**config.mk**
```make
export PLATFORM = sky130hd
export DESIGN_NAME = pmwc_top
export DESIGN_NICKNAME = d
export VERILOG_FILES = /design/src/pmwc_pkg.sv /design/src/pmwc_top.sv
export VERILOG_INCLUDE_DIRS = /design/src
export SDC_FILE = /design/constraint.sdc
export NUM_CORES = 1
export LEC_CHECK = 0
export CAP_MARGIN = 30
export CORE_ASPECT_RATIO = 1.5
export CORE_MARGIN = 3
export CORE_UTILIZATION = 48
export DETAILED_ROUTE_END_ITERATION = 8
export DONT_BUFFER_PORTS = 1
export PLACE_DENSITY_LB_ADDON = 0.1
export REMOVE_ABC_BUFFERS = 1
export SLEW_MARGIN = 10
export SYNTH_ARGS = -nofsm -noshare
export SYNTH_HDL_FRONTEND = slang
export SYNTH_SLANG_ARGS = --single-unit
```
**constraint.sdc**
```tcl
create_clock -name core_clk -period 2.48 [get_ports core_clk]
set_input_delay 0 -clock core_clk [delete_from_list [all_inputs] [get_ports core_clk]]
set_output_delay 0 -clock core_clk [all_outputs]
set_load 0.02 [all_outputs]
```
**src/pmwc_regs.svh**
```systemverilog
// Register offsets, field positions, masks, reset values and AXI responses for pmwc.
`ifndef PMWC_REGS_SVH
`define PMWC_REGS_SVH

// ************************************************************
// Register byte offsets
// ************************************************************
`define PMWC_CORE_STATUS_OFS 8'h00
`define PMWC_WAKE_EN_OFS 8'h04
`define PMWC_CPU_CTRL_OFS 8'h08
`define PMWC_EVENT_OFS 8'h0C
`define PMWC_MODE_OFS 8'h10

// ************************************************************
// Field positions
// ************************************************************
`define PMWC_TIMEOUT_BIT 4
`define PMWC_PWRDOWN_BIT 3
`define PMWC_PIN_WAKE_BIT 6
`define PMWC_CONV_WAKE_BIT 5
`define PMWC_EXT_WAKE_BIT 4
`define PMWC_TIMER_SEL_BIT 6
`define PMWC_CORE_SEL_BIT 5
`define PMWC_IDLE_EN_BIT 4
`define PMWC_EV_SLEEP_BIT 0
`define PMWC_EV_WDCLR_BIT 1

// ************************************************************
// Writable and status-read masks and reset values
// ************************************************************
`define PMWC_WAKE_EN_MASK 8'h70
`define PMWC_CPU_CTRL_MASK 8'h70
`define PMWC_STATUS_LOW_MASK 8'h07
`define PMWC_WAKE_EN_RST 8'h00
`define PMWC_CPU_CTRL_RST 8'h60
`define PMWC_STATUS_RST 8'h18

// ************************************************************
// AXI responses
// ************************************************************
`define PMWC_RESP_OKAY 2'h0
`define PMWC_RESP_SLVERR 2'h2

`endif

```
**src/pmwc_pkg.sv**
```systemverilog
// Types shared by the power-mode and wake control block.
package pmwc_pkg;
   typedef enum logic [1:0] {PMWC_RUN, PMWC_SLEEP, PMWC_IDLE} pmwc_mode_t;
endpackage

```
**src/pmwc_top.sv**
```systemverilog
// Power-mode, wake-up and clock-select control with an AXI4-Lite slave.
// ************************************************************
// What this block does
// - Time-out flag: set by sleep/clear/power-up, cleared by timeout.
// - Power-down flag: set power-on/clear, cleared by sleep.
// - Status top three bits read zero.
// - Wake bit 6 enables port-6 change wake.
// - Wake bit 5 enables conversion-done wake.
// - Wake bit 4 enables external pin wake.
// - Wake bit 7 and low four read zero.
// - Control bit 6 picks timer clock source.
// - Control bit 5 picks core clock source.
// - Core select zero stops the main oscillator.
// - Sleep instruction enters idle if bit 4 set.
// ************************************************************
//
// Chosen here: the placing of the registers and register access over AXI4-Lite.
`include "pmwc_regs.svh"

module pmwc_top (
   input wire logic core_clk,
   input wire logic rst,
   input wire logic [7:0] s_axi_awaddr,
   input wire logic s_axi_awvalid,
   output logic s_axi_awready,
   input wire logic [31:0] s_axi_wdata,
   input wire logic [3:0] s_axi_wstrb,
   input wire logic s_axi_wvalid,
   output logic s_axi_wready,
   output logic [1:0] s_axi_bresp,
   output logic s_axi_bvalid,
   input wire logic s_axi_bready,
   input wire logic [7:0] s_axi_araddr,
   input wire logic s_axi_arvalid,
   output logic s_axi_arready,
   output logic [31:0] s_axi_rdata,
   output logic [1:0] s_axi_rresp,
   output logic s_axi_rvalid,
   input wire logic s_axi_rready,
   input wire logic sleep_instruction,
   input wire logic watchdog_clear_instruction,
   input wire logic watchdog_timeout,
   input wire logic [7:0] status_low_bits,
   input wire logic port6_change,
   input wire logic conv_done,
   input wire logic ext_pin_event,
   output logic timer_clock_sel,
   output logic core_clock_sel,
   output logic main_osc_en,
   output logic sub_osc_en,
   output logic cpu_clk_en,
   output logic sleeping,
   output logic idling,
   output logic wake_pulse
);

   // ************************************************************
   // Register state
   // ************************************************************
   logic timeout_flag;
   logic pwrdown_flag;
   logic [7:0] wake_source_enable;
   logic [7:0] cpu_operating_control;
   pmwc_pkg::pmwc_mode_t mode;
   pmwc_pkg::pmwc_mode_t next_mode;
   logic aw_held;
   logic w_held;
   logic [7:0] aw_addr;
   logic [31:0] w_data;
   logic [3:0] w_strb;
   logic do_write;
   logic sw_sleep;
   logic sw_wdclr;
   logic any_sleep;
   logic any_wdclr;
   logic wake_hit;
   logic pin_change_wake_en;
   logic conv_done_wake_en;
   logic ext_pin_wake_en;
   logic idle_en;

   function automatic logic pmwc_mapped(input logic [7:0] a);
      pmwc_mapped = (a == `PMWC_CORE_STATUS_OFS) ||
         (a == `PMWC_WAKE_EN_OFS) || (a == `PMWC_CPU_CTRL_OFS) ||
         (a == `PMWC_EVENT_OFS) || (a == `PMWC_MODE_OFS);
   endfunction

   function automatic logic [7:0] pmwc_status(input logic t,
                                              input logic p,
                                              input logic [7:0] low);
      logic [7:0] v;
      v = low & `PMWC_STATUS_LOW_MASK;
      v[`PMWC_TIMEOUT_BIT] = t;
      v[`PMWC_PWRDOWN_BIT] = p;
      pmwc_status = v;
   endfunction

   assign pin_change_wake_en = wake_source_enable[`PMWC_PIN_WAKE_BIT];
   assign conv_done_wake_en = wake_source_enable[`PMWC_CONV_WAKE_BIT];
   assign ext_pin_wake_en = wake_source_enable[`PMWC_EXT_WAKE_BIT];
   assign idle_en = cpu_operating_control[`PMWC_IDLE_EN_BIT];

   // ************************************************************
   // AXI4-Lite write channel
   // ************************************************************
   // Address and data are latched independently, so either order works.
   assign s_axi_awready = !aw_held && !s_axi_bvalid;
   assign s_axi_wready = !w_held && !s_axi_bvalid;
   assign do_write = aw_held && w_held && !s_axi_bvalid;

   always_ff @(posedge core_clk) begin
      if (rst) begin
         aw_held <= 1'b0;
         w_held <= 1'b0;
         aw_addr <= 8'h00;
         w_data <= 32'h0000_0000;
         w_strb <= 4'h0;
         s_axi_bvalid <= 1'b0;
         s_axi_bresp <= `PMWC_RESP_OKAY;
      end else begin
         if (s_axi_awvalid && s_axi_awready) begin
            aw_held <= 1'b1;
            aw_addr <= s_axi_awaddr;
         end
         if (s_axi_wvalid && s_axi_wready) begin
            w_held <= 1'b1;
            w_data <= s_axi_wdata;
            w_strb <= s_axi_wstrb;
         end
         if (do_write) begin
            aw_held <= 1'b0;
            w_held <= 1'b0;
            s_axi_bvalid <= 1'b1;
            s_axi_bresp <= pmwc_mapped(aw_addr) ? `PMWC_RESP_OKAY :
                           `PMWC_RESP_SLVERR;
         end else if (s_axi_bvalid && s_axi_bready) begin
            s_axi_bvalid <= 1'b0;
         end
      end
   end

   // Writing the event register lets software issue the instructions.
   assign sw_sleep = do_write && w_strb[0] &&
      (aw_addr == `PMWC_EVENT_OFS) && w_data[`PMWC_EV_SLEEP_BIT];
   assign sw_wdclr = do_write && w_strb[0] &&
      (aw_addr == `PMWC_EVENT_OFS) && w_data[`PMWC_EV_WDCLR_BIT];
   assign any_sleep = sleep_instruction || sw_sleep;
   assign any_wdclr = watchdog_clear_instruction || sw_wdclr;

   // ************************************************************
   // Control registers
   // ************************************************************
   always_ff @(posedge core_clk) begin
      if (rst) begin
         wake_source_enable <= `PMWC_WAKE_EN_RST;
      end else if (do_write && w_strb[0] &&
                   aw_addr == `PMWC_WAKE_EN_OFS) begin
         wake_source_enable <= w_data[7:0] & `PMWC_WAKE_EN_MASK;
      end
   end

   always_ff @(posedge core_clk) begin
      if (rst) begin
         cpu_operating_control <= `PMWC_CPU_CTRL_RST;
      end else if (do_write && w_strb[0] &&
                   aw_addr == `PMWC_CPU_CTRL_OFS) begin
         cpu_operating_control <= w_data[7:0] & `PMWC_CPU_CTRL_MASK;
      end
   end

   // ************************************************************
   // Status flags
   // ************************************************************
   // A watchdog time-out in the same cycle as a setting event wins,
   // because the time-out is the event that software must observe.
   always_ff @(posedge core_clk) begin
      if (rst) begin
         timeout_flag <= 1'b1;
      end else if (watchdog_timeout) begin
         timeout_flag <= 1'b0;
      end else if (any_sleep || any_wdclr) begin
         timeout_flag <= 1'b1;
      end
   end

   always_ff @(posedge core_clk) begin
      if (rst) begin
         pwrdown_flag <= 1'b1;
      end else if (any_wdclr) begin
         pwrdown_flag <= 1'b1;
      end else if (any_sleep) begin
         pwrdown_flag <= 1'b0;
      end
   end

   // ************************************************************
   // Power mode
   // ************************************************************
   assign wake_hit = (pin_change_wake_en && port6_change) ||
                     (conv_done_wake_en && conv_done) ||
                     (ext_pin_wake_en && ext_pin_event);

   always_comb begin
      next_mode = mode;
      unique case (mode)
         pmwc_pkg::PMWC_RUN: begin
            if (any_sleep) begin
               next_mode = idle_en ? pmwc_pkg::PMWC_IDLE :
                           pmwc_pkg::PMWC_SLEEP;
            end
         end
         pmwc_pkg::PMWC_SLEEP, pmwc_pkg::PMWC_IDLE: begin
            if (wake_hit) begin
               next_mode = pmwc_pkg::PMWC_RUN;
            end
         end
         default: next_mode = pmwc_pkg::PMWC_RUN;
      endcase
   end

   always_ff @(posedge core_clk) begin
      if (rst) begin
         mode <= pmwc_pkg::PMWC_RUN;
         wake_pulse <= 1'b0;
      end else begin
         mode <= next_mode;
         wake_pulse <= (mode != pmwc_pkg::PMWC_RUN) && wake_hit;
      end
   end

   // ************************************************************
   // Clock enables
   // ************************************************************
   always_ff @(posedge core_clk) begin
      if (rst) begin
         timer_clock_sel <= 1'b1;
         core_clock_sel <= 1'b1;
         main_osc_en <= 1'b1;
         sub_osc_en <= 1'b1;
         cpu_clk_en <= 1'b1;
         sleeping <= 1'b0;
         idling <= 1'b0;
      end else begin
         timer_clock_sel <= cpu_operating_control[`PMWC_TIMER_SEL_BIT];
         core_clock_sel <= cpu_operating_control[`PMWC_CORE_SEL_BIT];
         main_osc_en <= (next_mode == pmwc_pkg::PMWC_RUN) &&
            cpu_operating_control[`PMWC_CORE_SEL_BIT];
         sub_osc_en <= next_mode != pmwc_pkg::PMWC_SLEEP;
         cpu_clk_en <= next_mode == pmwc_pkg::PMWC_RUN;
         sleeping <= next_mode == pmwc_pkg::PMWC_SLEEP;
         idling <= next_mode == pmwc_pkg::PMWC_IDLE;
      end
   end

   // ************************************************************
   // AXI4-Lite read channel
   // ************************************************************
   assign s_axi_arready = !s_axi_rvalid;

   always_ff @(posedge core_clk) begin
      if (rst) begin
         s_axi_rvalid <= 1'b0;
         s_axi_rdata <= 32'h0000_0000;
         s_axi_rresp <= `PMWC_RESP_OKAY;
      end else if (s_axi_arvalid && s_axi_arready) begin
         s_axi_rvalid <= 1'b1;
         s_axi_rresp <= pmwc_mapped(s_axi_araddr) ? `PMWC_RESP_OKAY :
                        `PMWC_RESP_SLVERR;
         unique case (s_axi_araddr)
            `PMWC_CORE_STATUS_OFS: s_axi_rdata <= {24'h000000,
               pmwc_status(timeout_flag, pwrdown_flag, status_low_bits)};
            `PMWC_WAKE_EN_OFS: s_axi_rdata <= {24'h000000,
               wake_source_enable};
            `PMWC_CPU_CTRL_OFS: s_axi_rdata <= {24'h000000,
               cpu_operating_control};
            `PMWC_MODE_OFS: s_axi_rdata <= {30'h00000000, mode};
            default: s_axi_rdata <= 32'h0000_0000;
         endcase
      end else if (s_axi_rvalid && s_axi_rready) begin
         s_axi_rvalid <= 1'b0;
      end
   end

   // ************************************************************
   // Checks
   // ************************************************************
   status_top_zero_a: assert property (@(posedge core_clk) disable iff (rst)
      pmwc_status(timeout_flag, pwrdown_flag, status_low_bits)[7:5] == 3'h0)
      else $error("status top bits not zero");
   timeout_clear_a: assert property (@(posedge core_clk) disable iff (rst)
      watchdog_timeout |=> !timeout_flag)
      else $error("timeout flag not cleared");
   timeout_set_a: assert property (@(posedge core_clk) disable iff (rst)
      (any_sleep || any_wdclr) && !watchdog_timeout |=> timeout_flag)
      else $error("timeout flag not set");
   pwrdown_sleep_a: assert property (@(posedge core_clk) disable iff (rst)
      any_sleep && !any_wdclr |=> !pwrdown_flag)
      else $error("power-down flag not cleared");
   wake_reserved_a: assert property (@(posedge core_clk) disable iff (rst)
      (wake_source_enable & ~`PMWC_WAKE_EN_MASK) == 8'h00)
      else $error("wake reserved bits set");
   sleep_entry_a: assert property (@(posedge core_clk) disable iff (rst)
      mode == pmwc_pkg::PMWC_RUN && any_sleep |=> ##1
      (sleeping == !$past(idle_en, 2)) && !cpu_clk_en)
      else $error("wrong low-power mode");
   main_osc_stop_a: assert property (@(posedge core_clk) disable iff (rst)
      !cpu_operating_control[`PMWC_CORE_SEL_BIT] |=> !main_osc_en)
      else $error("main oscillator running");
   wake_exit_a: assert property (@(posedge core_clk) disable iff (rst)
      mode != pmwc_pkg::PMWC_RUN && wake_hit |=> wake_pulse ##0 cpu_clk_en)
      else $error("wake did not resume");
   idle_sub_osc_a: assert property (@(posedge core_clk) disable iff (rst)
      idling |-> sub_osc_en && !main_osc_en)
      else $error("idle oscillator state wrong");
   timer_sel_a: assert property (@(posedge core_clk) disable iff (rst)
      timer_clock_sel == $past(cpu_operating_control[`PMWC_TIMER_SEL_BIT]))
      else $error("timer clock select lags");
   core_sel_a: assert property (@(posedge core_clk) disable iff (rst)
      core_clock_sel == $past(cpu_operating_control[`PMWC_CORE_SEL_BIT]))
      else $error("core clock select lags");
   ctrl_reserved_a: assert property (@(posedge core_clk) disable iff (rst)
      (cpu_operating_control & ~`PMWC_CPU_CTRL_MASK) == 8'h00)
      else $error("control reserved bits set");
   pwrdown_set_a: assert property (@(posedge core_clk) disable iff (rst)
      any_wdclr |=> pwrdown_flag)
      else $error("power-down flag not set");
   idle_entry_a: assert property (@(posedge core_clk) disable iff (rst)
      mode == pmwc_pkg::PMWC_RUN && any_sleep && idle_en |=> idling)
      else $error("idle mode not entered");
   sleep_osc_a: assert property (@(posedge core_clk) disable iff (rst)
      sleeping |-> !sub_osc_en && !main_osc_en && !cpu_clk_en)
      else $error("sleep oscillator state wrong");
   // A disabled source must never pulse, or the core would resume early.
   wake_gate_a: assert property (@(posedge core_clk) disable iff (rst)
      mode != pmwc_pkg::PMWC_RUN && !wake_hit |=> !wake_pulse)
      else $error("wake without enabled source");
   rdata_upper_a: assert property (@(posedge core_clk) disable iff (rst)
      s_axi_rvalid |-> s_axi_rdata[31:8] == 24'h000000)
      else $error("read data upper bits set");

endmodule

```
; ---- Word level (Yosys, flattened, before mapping)
; Index checks and enable logic that the tools add are counted.
[totals]
in_bits = 73
register_bits = 74
output_inout_bits = 49
elab_cells = 97
[classes]
n_eq_ne = 13
muxes = 13
n_reduce_logical = 48
[ops]
columns = op, n
row1 = $eq 8x4->1 const B, 4
row2 = $pmux 7 s4, 1
row3 = $logic_and 1x1->1, 20
row4 = $eq 8x3->1 const B, 2
row5 = $eq 8x5->1 const B, 2
row6 = $logic_not 8->1, 2
row7 = $logic_or 1x1->1, 13
row8 = $mux 2, 5
row9 = $reduce_bool 2->1, 4
row10 = $mux 1, 6
row11 = $reduce_or 2->1, 3
row12 = $eq 2x1->1 const B, 2
row13 = $eq 2x2->1 const B, 2
row14 = $logic_not 1->1, 4
row15 = $logic_not 2->1, 2
row16 = $pmux 2 s2, 1
row17 = $ne 2x1->1 const B, 1

; ---- Longest topological paths before layout
; Gate-level depths: netlist of the first run.
[depth]
ltp_word = 10
depth_mapped = 6
mapped_depth_nobuf = 6

; ---- Worst setup path after synthesis of the first run
; Ideal clock, no wire load.
[synth_timing]
path_type = reg-to-reg
from = register aw_addr[5]
to = register cpu_operating_control[4]
path_buffers = 1
path_slack_ps = 733
setup_ps = 128
stages_incl_launch_ff = 7
t_arrival_ps = 1619
period_less_slack_ps = 1747
path_cell_list = dfxtp_1 -> or4_4 -> nor4_2 -> and3b_1 -> buf_4 -> mux2i_1 -> nor2_1
[synth_via]
elab_chain_len = 2
[synth_rtl]
columns = item, line
row1 = "start, declared", pmwc_top.sv:68  ; logic [7:0] aw_addr;
row2 = "start signal, assigned", pmwc_top.sv:123  ; aw_addr <= s_axi_awaddr;
row3 = $eq 8x4->1 (no line), --
row4 = $logic_and 1x1->1 (no line), --
row5 = "end signal, assigned", pmwc_top.sv:164  ; cpu_operating_control <= `PMWC_CPU_CTRL_RST;
row6 = "end signal, assigned", pmwc_top.sv:167  ; cpu_operating_control <= w_data[7:0] & `PMWC_CPU_CTRL_MASK;
row7 = "end, declared", pmwc_top.sv:63  ; logic [7:0] cpu_operating_control;
; Every way passes these cells.
; A chain may end at the register's enable or synchronous reset.

; ---- Worst setup path after layout of the first run
[layout_timing]
from = register aw_addr[5]
to = register timeout_flag
[layout_via]
elab_chain_len = 6
[layout_rtl]
columns = item, line
row1 = $eq 8x4->1 (no line) *, --
row2 = $logic_and 1x1->1 *, "pmwc_top.sv:143, pmwc_top.sv:145"
row3 = "$logic_and 1x1->1, on equally long branches", "pmwc_top.sv:143, pmwc_top.sv:145"
row4 = "$logic_or 1x1->1, on equally long branches", "pmwc_top.sv:147, pmwc_top.sv:148"
row5 = $logic_or 1x1->1 *, pmwc_top.sv:181  ; end else if (any_sleep || any_wdclr) begin
row6 = $reduce_bool 2->1 (no line) *, --
row7 = "end signal, assigned", pmwc_top.sv:178  ; timeout_flag <= 1'b1;
row8 = "end signal, assigned", pmwc_top.sv:180  ; timeout_flag <= 1'b0;
row9 = "end signal, assigned", pmwc_top.sv:182  ; timeout_flag <= 1'b1;
row10 = "end, declared", pmwc_top.sv:60  ; logic timeout_flag;
; Mark *: on every way between the ends. The rest lies on a longest branch, timed or not.

==> results.md, run 1 <==
- Total number of cells along the worst setup path: 6
- Setup crit start: aw_addr[5]
- Share of the clock period used by the worst path after layout: a little under 90%
- Highest ir drop seen on vdd: 0.602 mV
- Post-detail-place hpwl: ~3.0 mm
- Number of unique standard cell types used by synthesis: 34
- RSZ-0062 raised after global routing: no
- End point of the critical path: timeout_flag
- Post-route clock skew: 5.59 ps
- Maximum clock frequency: about 460 MHz
- # Post-CTS Setup Buffers: 0
- Reg-to-reg setup timing slack: 300 ps
- Met1 Routed Length: 1.63 mm
- Largest net degree at the start of global routing: 38
- H-tree Lvls: 2
- Fill count: ~360
- Pins over their slew limit: 0
- Final count of hold timing violations: 0
- Final min period: 2180 ps
- Static power due to leakage: 1.02 nW
- Highest-count cells in the layout ignoring fill and taps: dfxtp_1 (45), dlygate4sd3_1 (36), conb_1 (27), nand2_1 (24), nor2_1 (23)
- Root cell of the clock tree: clkbuf_8
- Startpoint of the most critical register-to-register path: aw_addr[5]
- Number of antenna violations at the first check in global routing: 0
- Post-route cell area: about 0.0024 sq mm
- Starting density of the core: 50.4%
- Detailed-route DRC error count: 0
- Routed wire length: between 4 and 5 mm
- Status: complete, no violations
- Wire length of the first global-routing pass: between 6 and 7 mm
- Die outline area: roughly 0.0050 sq mm
- Last weighted congestion value of the routability-driven placer: 0.715
- Overall Power: around 1.6 mW
- Antenna Violating Nets Remaining: 0
- Hold bufs inserted after CTS: 37
- Num Clock Sinks: 45
- Number of cell instances on the worst register-to-register path: 6
- R2R Path End: timeout_flag
- List of cells traversed by the critical path: or4_4 > nor4_2 > or2_2 > nor3_1 > a21oi_1 > dlygate4sd3_1
- Vias/cell: about 5.2
- Average cell area after synthesis: a little under 9 sq um
- Proportion of layout cells with a drive suffix above 1: around 6.5%
- CTS tree: yes
- Worst Setup Start Kind: flop
- Post-cts gate resize count: 0
- Iteration-0 DRC Markers: 98
- Critical path start-end classification: flop to flop
- Fraction of the core area covered by cells at the end of the flow: 60.8%
- Most common library cell in the layout ignoring fill and taps: dfxtp_1
- Met3 wire length: ~260 microns
- Setup TNS after final layout: 0 ps
- Largest buffer count on any clock path: 2
- Count of boundary I/O pins: 122
- Max stage delay cell, worst path: or4_4
- Largest fanout of any net on the critical path: 5
- Antenna diode count: 0
- Sequential Area: ~900 sq um
- Clock-pin slew of the registers on the worst-case setup and hold paths: ~80 ps
- Max layer used: met4
- Dpl cell area: ~0.0019 sq mm
- X dimension of the die: ~59 microns
- Num CTS Buffers: 5
- Via count of the first global-routing pass: 1,662
- Worst Hold Class: input pin to flop
- CP max stage delay: 570 ps
- Crit path max-delay family: simple AND/OR/NAND/NOR gates
- GRT Resource Usage Total: approximately 18%
- Number of max-cap violations: 0
- Launch instance of the worst min-delay path: s_axi_arvalid
- Type of destination of the critical path: flop
- Crit path DAT: approximately 2400 ps
- Routed length per instance: between 10 and 15 microns
- Rows: 28
- Via count: 1,588
- Nets: roughly 340
- Setup Viol. Count Final: 0
- Number of detailed-routing iterations run before antenna repair: 4
- Area of the placeable core: 0.00399 sq mm
- Port-buffer cells: 0
- Post-synthesis instance area: just over 0.002 sq mm
- Die span in y: between 80 and 90 microns
- Seq/Total Area, Yosys: about 45%
- P per Cell Area: 643 mW/mm^2
- Synthesis-to-layout area growth: 20.6%
- Number of synthesized register bits: 45
- Count of buffer and inverter cells on the critical path: 1
- Routed wl met2: around 2.4 mm
- Post-Synthesis Cells: between 200 and 250
- Number of synthesis warnings: 0
- Global route overflow: 0
- Critical Path RT: about 2700 ps
- Combined area of the multi-input logic cells: ~940 sq um
- Skew-Pair Late Insertion Delay: 290 ps
## flip-flops by register name, indices dropped and copies added, names as in the netlist, 2 cells and up
signal and flops:
aw_addr 8, s_axi_rdata 7, w_data 5, mode 2, wake_source_enable 3, cpu_operating_control 3
## worst min path at each step
stage | to | slack [ps] | depth (start not counted)
after floorplan | aw_addr[0] | 70 | 1
after global placement | aw_addr[7] | 70 | 1
after detailed placement | aw_addr[7] | 70 | 1
after CTS | s_axi_rresp[1] | 30 | 2
after global routing | s_axi_rresp[1] | 80 | 2
final | s_axi_rresp[1] | 40 | 2
## kinds of logic after synthesis
| group | share of synthesized area, % |
|---|---|
| buffers and inverters | 13.2 |
| adder cells (fa/ha/maj) | 1.24 |
| AND/OR/NAND/NOR | 21.4 |
| other | 0.186 |
| multiplexers | 6.46 |
| AO/OA/AOI/OAI | 12.7 |
| flip-flops | 44.7 |
## per-stage QoR
step	worst slack [ps]	hold WS, ps	cells
floorplan	741	69.1	218
global placement	609	73.4	263
finish	304	41.4	308
CTS	301	27.7	308
detailed placement	586	74.8	263
global route	193	77.8	308
## metal layers
metal	up-vias	track usage [%]
met3	6	4.26
li1	786	-
met5	-	0
met2	58	33.2
met4	0	7.84
met1	738	17.6
## Yosys cell counts (all sizes together)
library cell	number	area (sq um)
conb	1	3.75
buf	28	210
o21bai	1	7.51
ha	2	25.0
nor2b	3	18.8
and3b	1	8.76
a22o	1	8.76
dfxtp	45	901
a222oi	3	30.0
clkbuf	7	26.3
nor3	6	30.0
nand3	3	15.0
or2	4	25.0
nand2	24	90.1
and3	3	18.8
mux2i	13	130
nand2b	6	37.5
a32oi	1	16.3
nand3b	2	15.0
o21ai	4	20.0
o21a	3	22.5
a32o	1	11.3
and2	4	25.0
nand4b	2	17.5
a31oi	1	6.26
inv	8	30.0
a211o	1	8.76
nor4	2	25.0
o31ai	1	7.51
a22oi	5	37.5
or4	2	18.8
nor2	23	86.3
a21oi	16	80.1
## worst register-to-register path, cell delays in order, from the launching register on
cell	delay, ps
dfxtp_1	310
or4_4	570
nor4_2	310
or2_2	220
nor3_1	60
a21oi_1	100
dlygate4sd3_1	560
## layout make-up
cell class              count  area share (%)
clock buffers               7            3.55
clock inverters             1            1.24
inverters                   8            1.24
multi-input cells         165            38.9
flip-flops and latches     45            37.1
well taps                  45            2.32
repair buffers             37            15.7
## report_power, final
part,internal (mW),switching (mW),total (mW),leakage (nW)
registers,0.754,0.0367,0.791,0.368
clock network,0.328,0.236,0.565,0.0585
logic,0.0856,0.120,0.206,0.591
total,1.17,0.393,1.56,1.02
Note: power is estimated with default switching activity, not from simulation.
==> run 2, diff against run 1 <==
CORE_MARGIN = 5   (was 3)
==> run 2 against run 1 <==
Effect of this change:
- setup slack lost 0.51 ps
- clock power shrank 14%
- global-route usage shrank 2.1 points
- hold slack lost 30 ps
- register-to-register slack is essentially flat
- cell count shrank 0.97%
==> results.md, run 2 (same netlist as run 1, synthesis figures left out) <==
- Status: complete, no violations (unchanged)
- Die outline area: 0.00562 sq mm (was 0.00503 sq mm)
- Proportion of layout cells with a drive suffix above 1: 6.95% (was 6.46%)
- Nets: 333 (was 337)
- Largest net degree at the start of global routing: 38 (unchanged)
- Most heavily used metal layer in global routing: met2 (unchanged)
- Highest-count cells in the layout ignoring fill and taps: dfxtp_1 (45), dlygate4sd3_1 (32), conb_1 (27), nand2_1 (24), nor2_1 (23) (was dfxtp_1 (45), dlygate4sd3_1 (36), conb_1 (27), nand2_1 (24), nor2_1 (23))
- Post-cts gate resize count: 0 (unchanged)
- Root cell of the clock tree: clkbuf_8 (unchanged)
- Maximum clock frequency: 459 MHz (was 460 MHz)
- Post-route clock skew: 5.35 ps (was 5.59 ps)
- Most flop-heavy register: aw_addr (unchanged)
- Share of the clock period used by the worst path after layout: 87.8% (was 87.7%)
- Wire length of the first global-routing pass: 7.02 mm (was 6.98 mm)
- Largest fanout of any net on the critical path: 3 (was 5)
- Highest ir drop seen on vdd: 0.415 mV (was 0.602 mV)
- Static power due to leakage: 0.980 nW (was 1.02 nW)
- Routed length per instance: 14.6 microns (was 14.1 microns)
- Antenna Violating Nets Remaining: 0 (unchanged)
- Critical path start-end classification: flop to flop (unchanged)
- GRT Resource Usage Total: 15.6% (was 17.7%)
- Num CTS Buffers: 5 (unchanged)
- GRT met1 Usage: 15.6% (was 17.6%)
- Fraction of power spent switching nets: 26.3% (was 25.2%)
- Met2 track demand over resource in global routing: 29.7% (was 33.2%)
- Starting density of the core: 48.7% (was 50.4%)
- Max stage delay cell, worst path: or4_4 (unchanged)
- Worst setup timing slack at the placement stage: 585 ps (was 586 ps)
- Final min period: 2180 ps (about the same)
- Met3 track demand over resource: 5.66% (was 4.26%)
- Num Clock Sinks: 45 (unchanged)
- Global route overflow: 0 (unchanged)
- Type of destination of the critical path: flop (unchanged)
- Synthesis-to-layout area growth: 17.9% (was 20.6%)
- RSZ-0062 raised after global routing: no (unchanged)
- Detailed-route DRC error count: 0 (unchanged)
- Hold bufs inserted after CTS: 33 (was 37)
- Die span in y: 89.3 microns (was 85.3 microns)
- H-tree Lvls: 2 (unchanged)
- CP max stage delay: 560 ps (was 570 ps)
- Number of max-cap violations: 0 (unchanged)
- Last weighted congestion value of the routability-driven placer: 0.760 (was 0.715)
- X dimension of the die: 62.9 microns (was 58.9 microns)
- Area of the placeable core: 0.00414 sq mm (was 0.00399 sq mm)
- Setup TNS after final layout: 0 ps (unchanged)
- Crit path DAT: 2420 ps (about the same)
- Largest buffer count on any clock path: 2 (unchanged)
- Worst path setup slack after routing: 303 ps (was 304 ps)
- List of cells traversed by the critical path: or4_4 > nor4_2 > a211o_1 > nor3_1 > a21oi_1 > dlygate4sd3_1 (was or4_4 > nor4_2 > or2_2 > nor3_1 > a21oi_1 > dlygate4sd3_1)
- Number of detailed-routing iterations run before antenna repair: 7 (was 4)
- Vias/cell: 5.06 (was 5.16)
- Pins over their slew limit: 0 (unchanged)
- Skew-Pair Late Insertion Delay: 290 ps (about the same)
- Most common library cell in the layout ignoring fill and taps: dfxtp_1 (unchanged)
- Clock share of power: 32.9% (was 36.2%)
- Overall Power: 1.48 mW (was 1.56 mW)
- Worst Hold Class: input pin to flop (unchanged)
- Top Registers: aw_addr: 8 flops, s_axi_rdata: 7 flops, w_data: 5 flops (unchanged)
- Worst rel slew slack: about two thirds
- Net Switching: 388 uW (was 393 uW)
- Iteration-0 DRC Markers: 63 (was 98)
- Antenna diode count: 0 (unchanged)
- Number of antenna violations at the first check in global routing: 0 (unchanged)
- Clock-pin slew of the registers on the worst-case setup and hold paths: 80 ps (about the same)
- Number of flip-flops in the largest register: 8 (unchanged)
- Via count: 1,542 (was 1,588)
- Count of buffer and inverter cells on the critical path: 1 (unchanged)
- Total internal power: 1.09 mW (was 1.17 mW)
- # Post-CTS Setup Buffers: 0 (unchanged)
- Routed wire length: 4.46 mm (was 4.35 mm)
- Fraction of the core area covered by cells at the end of the flow: 57.4% (was 60.8%)
- Critical Path RT: 2720 ps (about the same)
- Final count of hold timing violations: 0 (unchanged)
- Post-detail-place hpwl: 3.23 mm (was 3.03 mm)
- Transition at the pin with the smallest max-transition slack: slightly below 500 ps
- Rows: 29 (was 28)
- Worst Setup Start Kind: flop (unchanged)
- Fraction of power consumed by combinational cells: 13.6% (was 13.2%)
- Fill count: 383 (was 358)
- Setup Viol. Count Final: 0 (unchanged)
- Sequential power share: 53.5% (was 50.7%)
- Crit path max-delay family: simple AND/OR/NAND/NOR gates (unchanged)
- Via count of the first global-routing pass: 1,508 (was 1,662)
- Count of boundary I/O pins: 122 (unchanged)
- CTS tree: yes (unchanged)
- P per Cell Area: 621 mW/mm^2 (was 643 mW/mm^2)
- Port-buffer cells: 0 (unchanged)
## run 2: cell count changes in the layout (fill, tap and decap cells not counted), sizes merged
cell / before / now
bufinv: 1 / 0
clkinv: 0 / 1
dlygate4sd3: 36 / 32
## run 2: area by class of cell
| cell class | count | area (sq um) | share of cell area [%] |
|---|---|---|---|
| Multi-Input combinational cell | 165 | 945 | 39.8 |
| Sequential cell | 45 | 901 | 37.9 |
| Timing Repair Buffer | 33 | 340 | 14.3 |
| Clock buffer | 7 | 96.3 | 4.06 |
| Tap cell | 46 | 57.6 | 2.42 |
| Inverter | 8 | 30.0 | 1.26 |
| Clock inverter | 1 | 5.00 | 0.211 |
## run 2: power groups by stage
stage | clock (mW) | combinational (mW) | sequential (mW)
2_1_floorplan | 0 | 0.131 | 0.800
3_3_place_gp | 0 | 0.145 | 0.806
3_5_place_dp | 0 | 0.149 | 0.807
4_1_cts | 0.500 | 0.199 | 0.790
5_1_grt | 0.541 | 0.222 | 0.795
6_report | 0.485 | 0.201 | 0.790
## run 2: worst reg2reg max path, stage by stage, from the launching register on
cell           delay, ps
dfxtp_1              310
or4_4                560
nor4_2               310
a211o_1              210
nor3_1                50
a21oi_1              120
dlygate4sd3_1        560
## run 2: per-stage QoR
step	cells	hold WS, ps	cell area (sq um)
after floorplan	218	69.1	1880
after global placement	264	73.6	1930
after detailed placement	264	76.9	1930
after CTS	305	13.7	2370
after global routing	305	38.8	2370
final	305	11.4	2370
## run 2: metal layers
metal | share of wire (%) | wire, microns
met4 | 1.3 | 57
met1 | 35 | 1570
met3 | 7.2 | 319
met5 | 0 | 0
met2 | 56 | 2510
## run 2: final timing paths
kind / slack [ps] / end / startpoint / depth (start not counted)
worst max-delay path: 300 / timeout_flag / aw_addr[5] / 6
worst min-delay path: 10 / s_axi_rdata[6] / s_axi_araddr[6] / 3
worst max register to register: 300 / timeout_flag / aw_addr[5] / 6
worst min register to register: 460 / aw_addr[5] / aw_addr[5] / 2
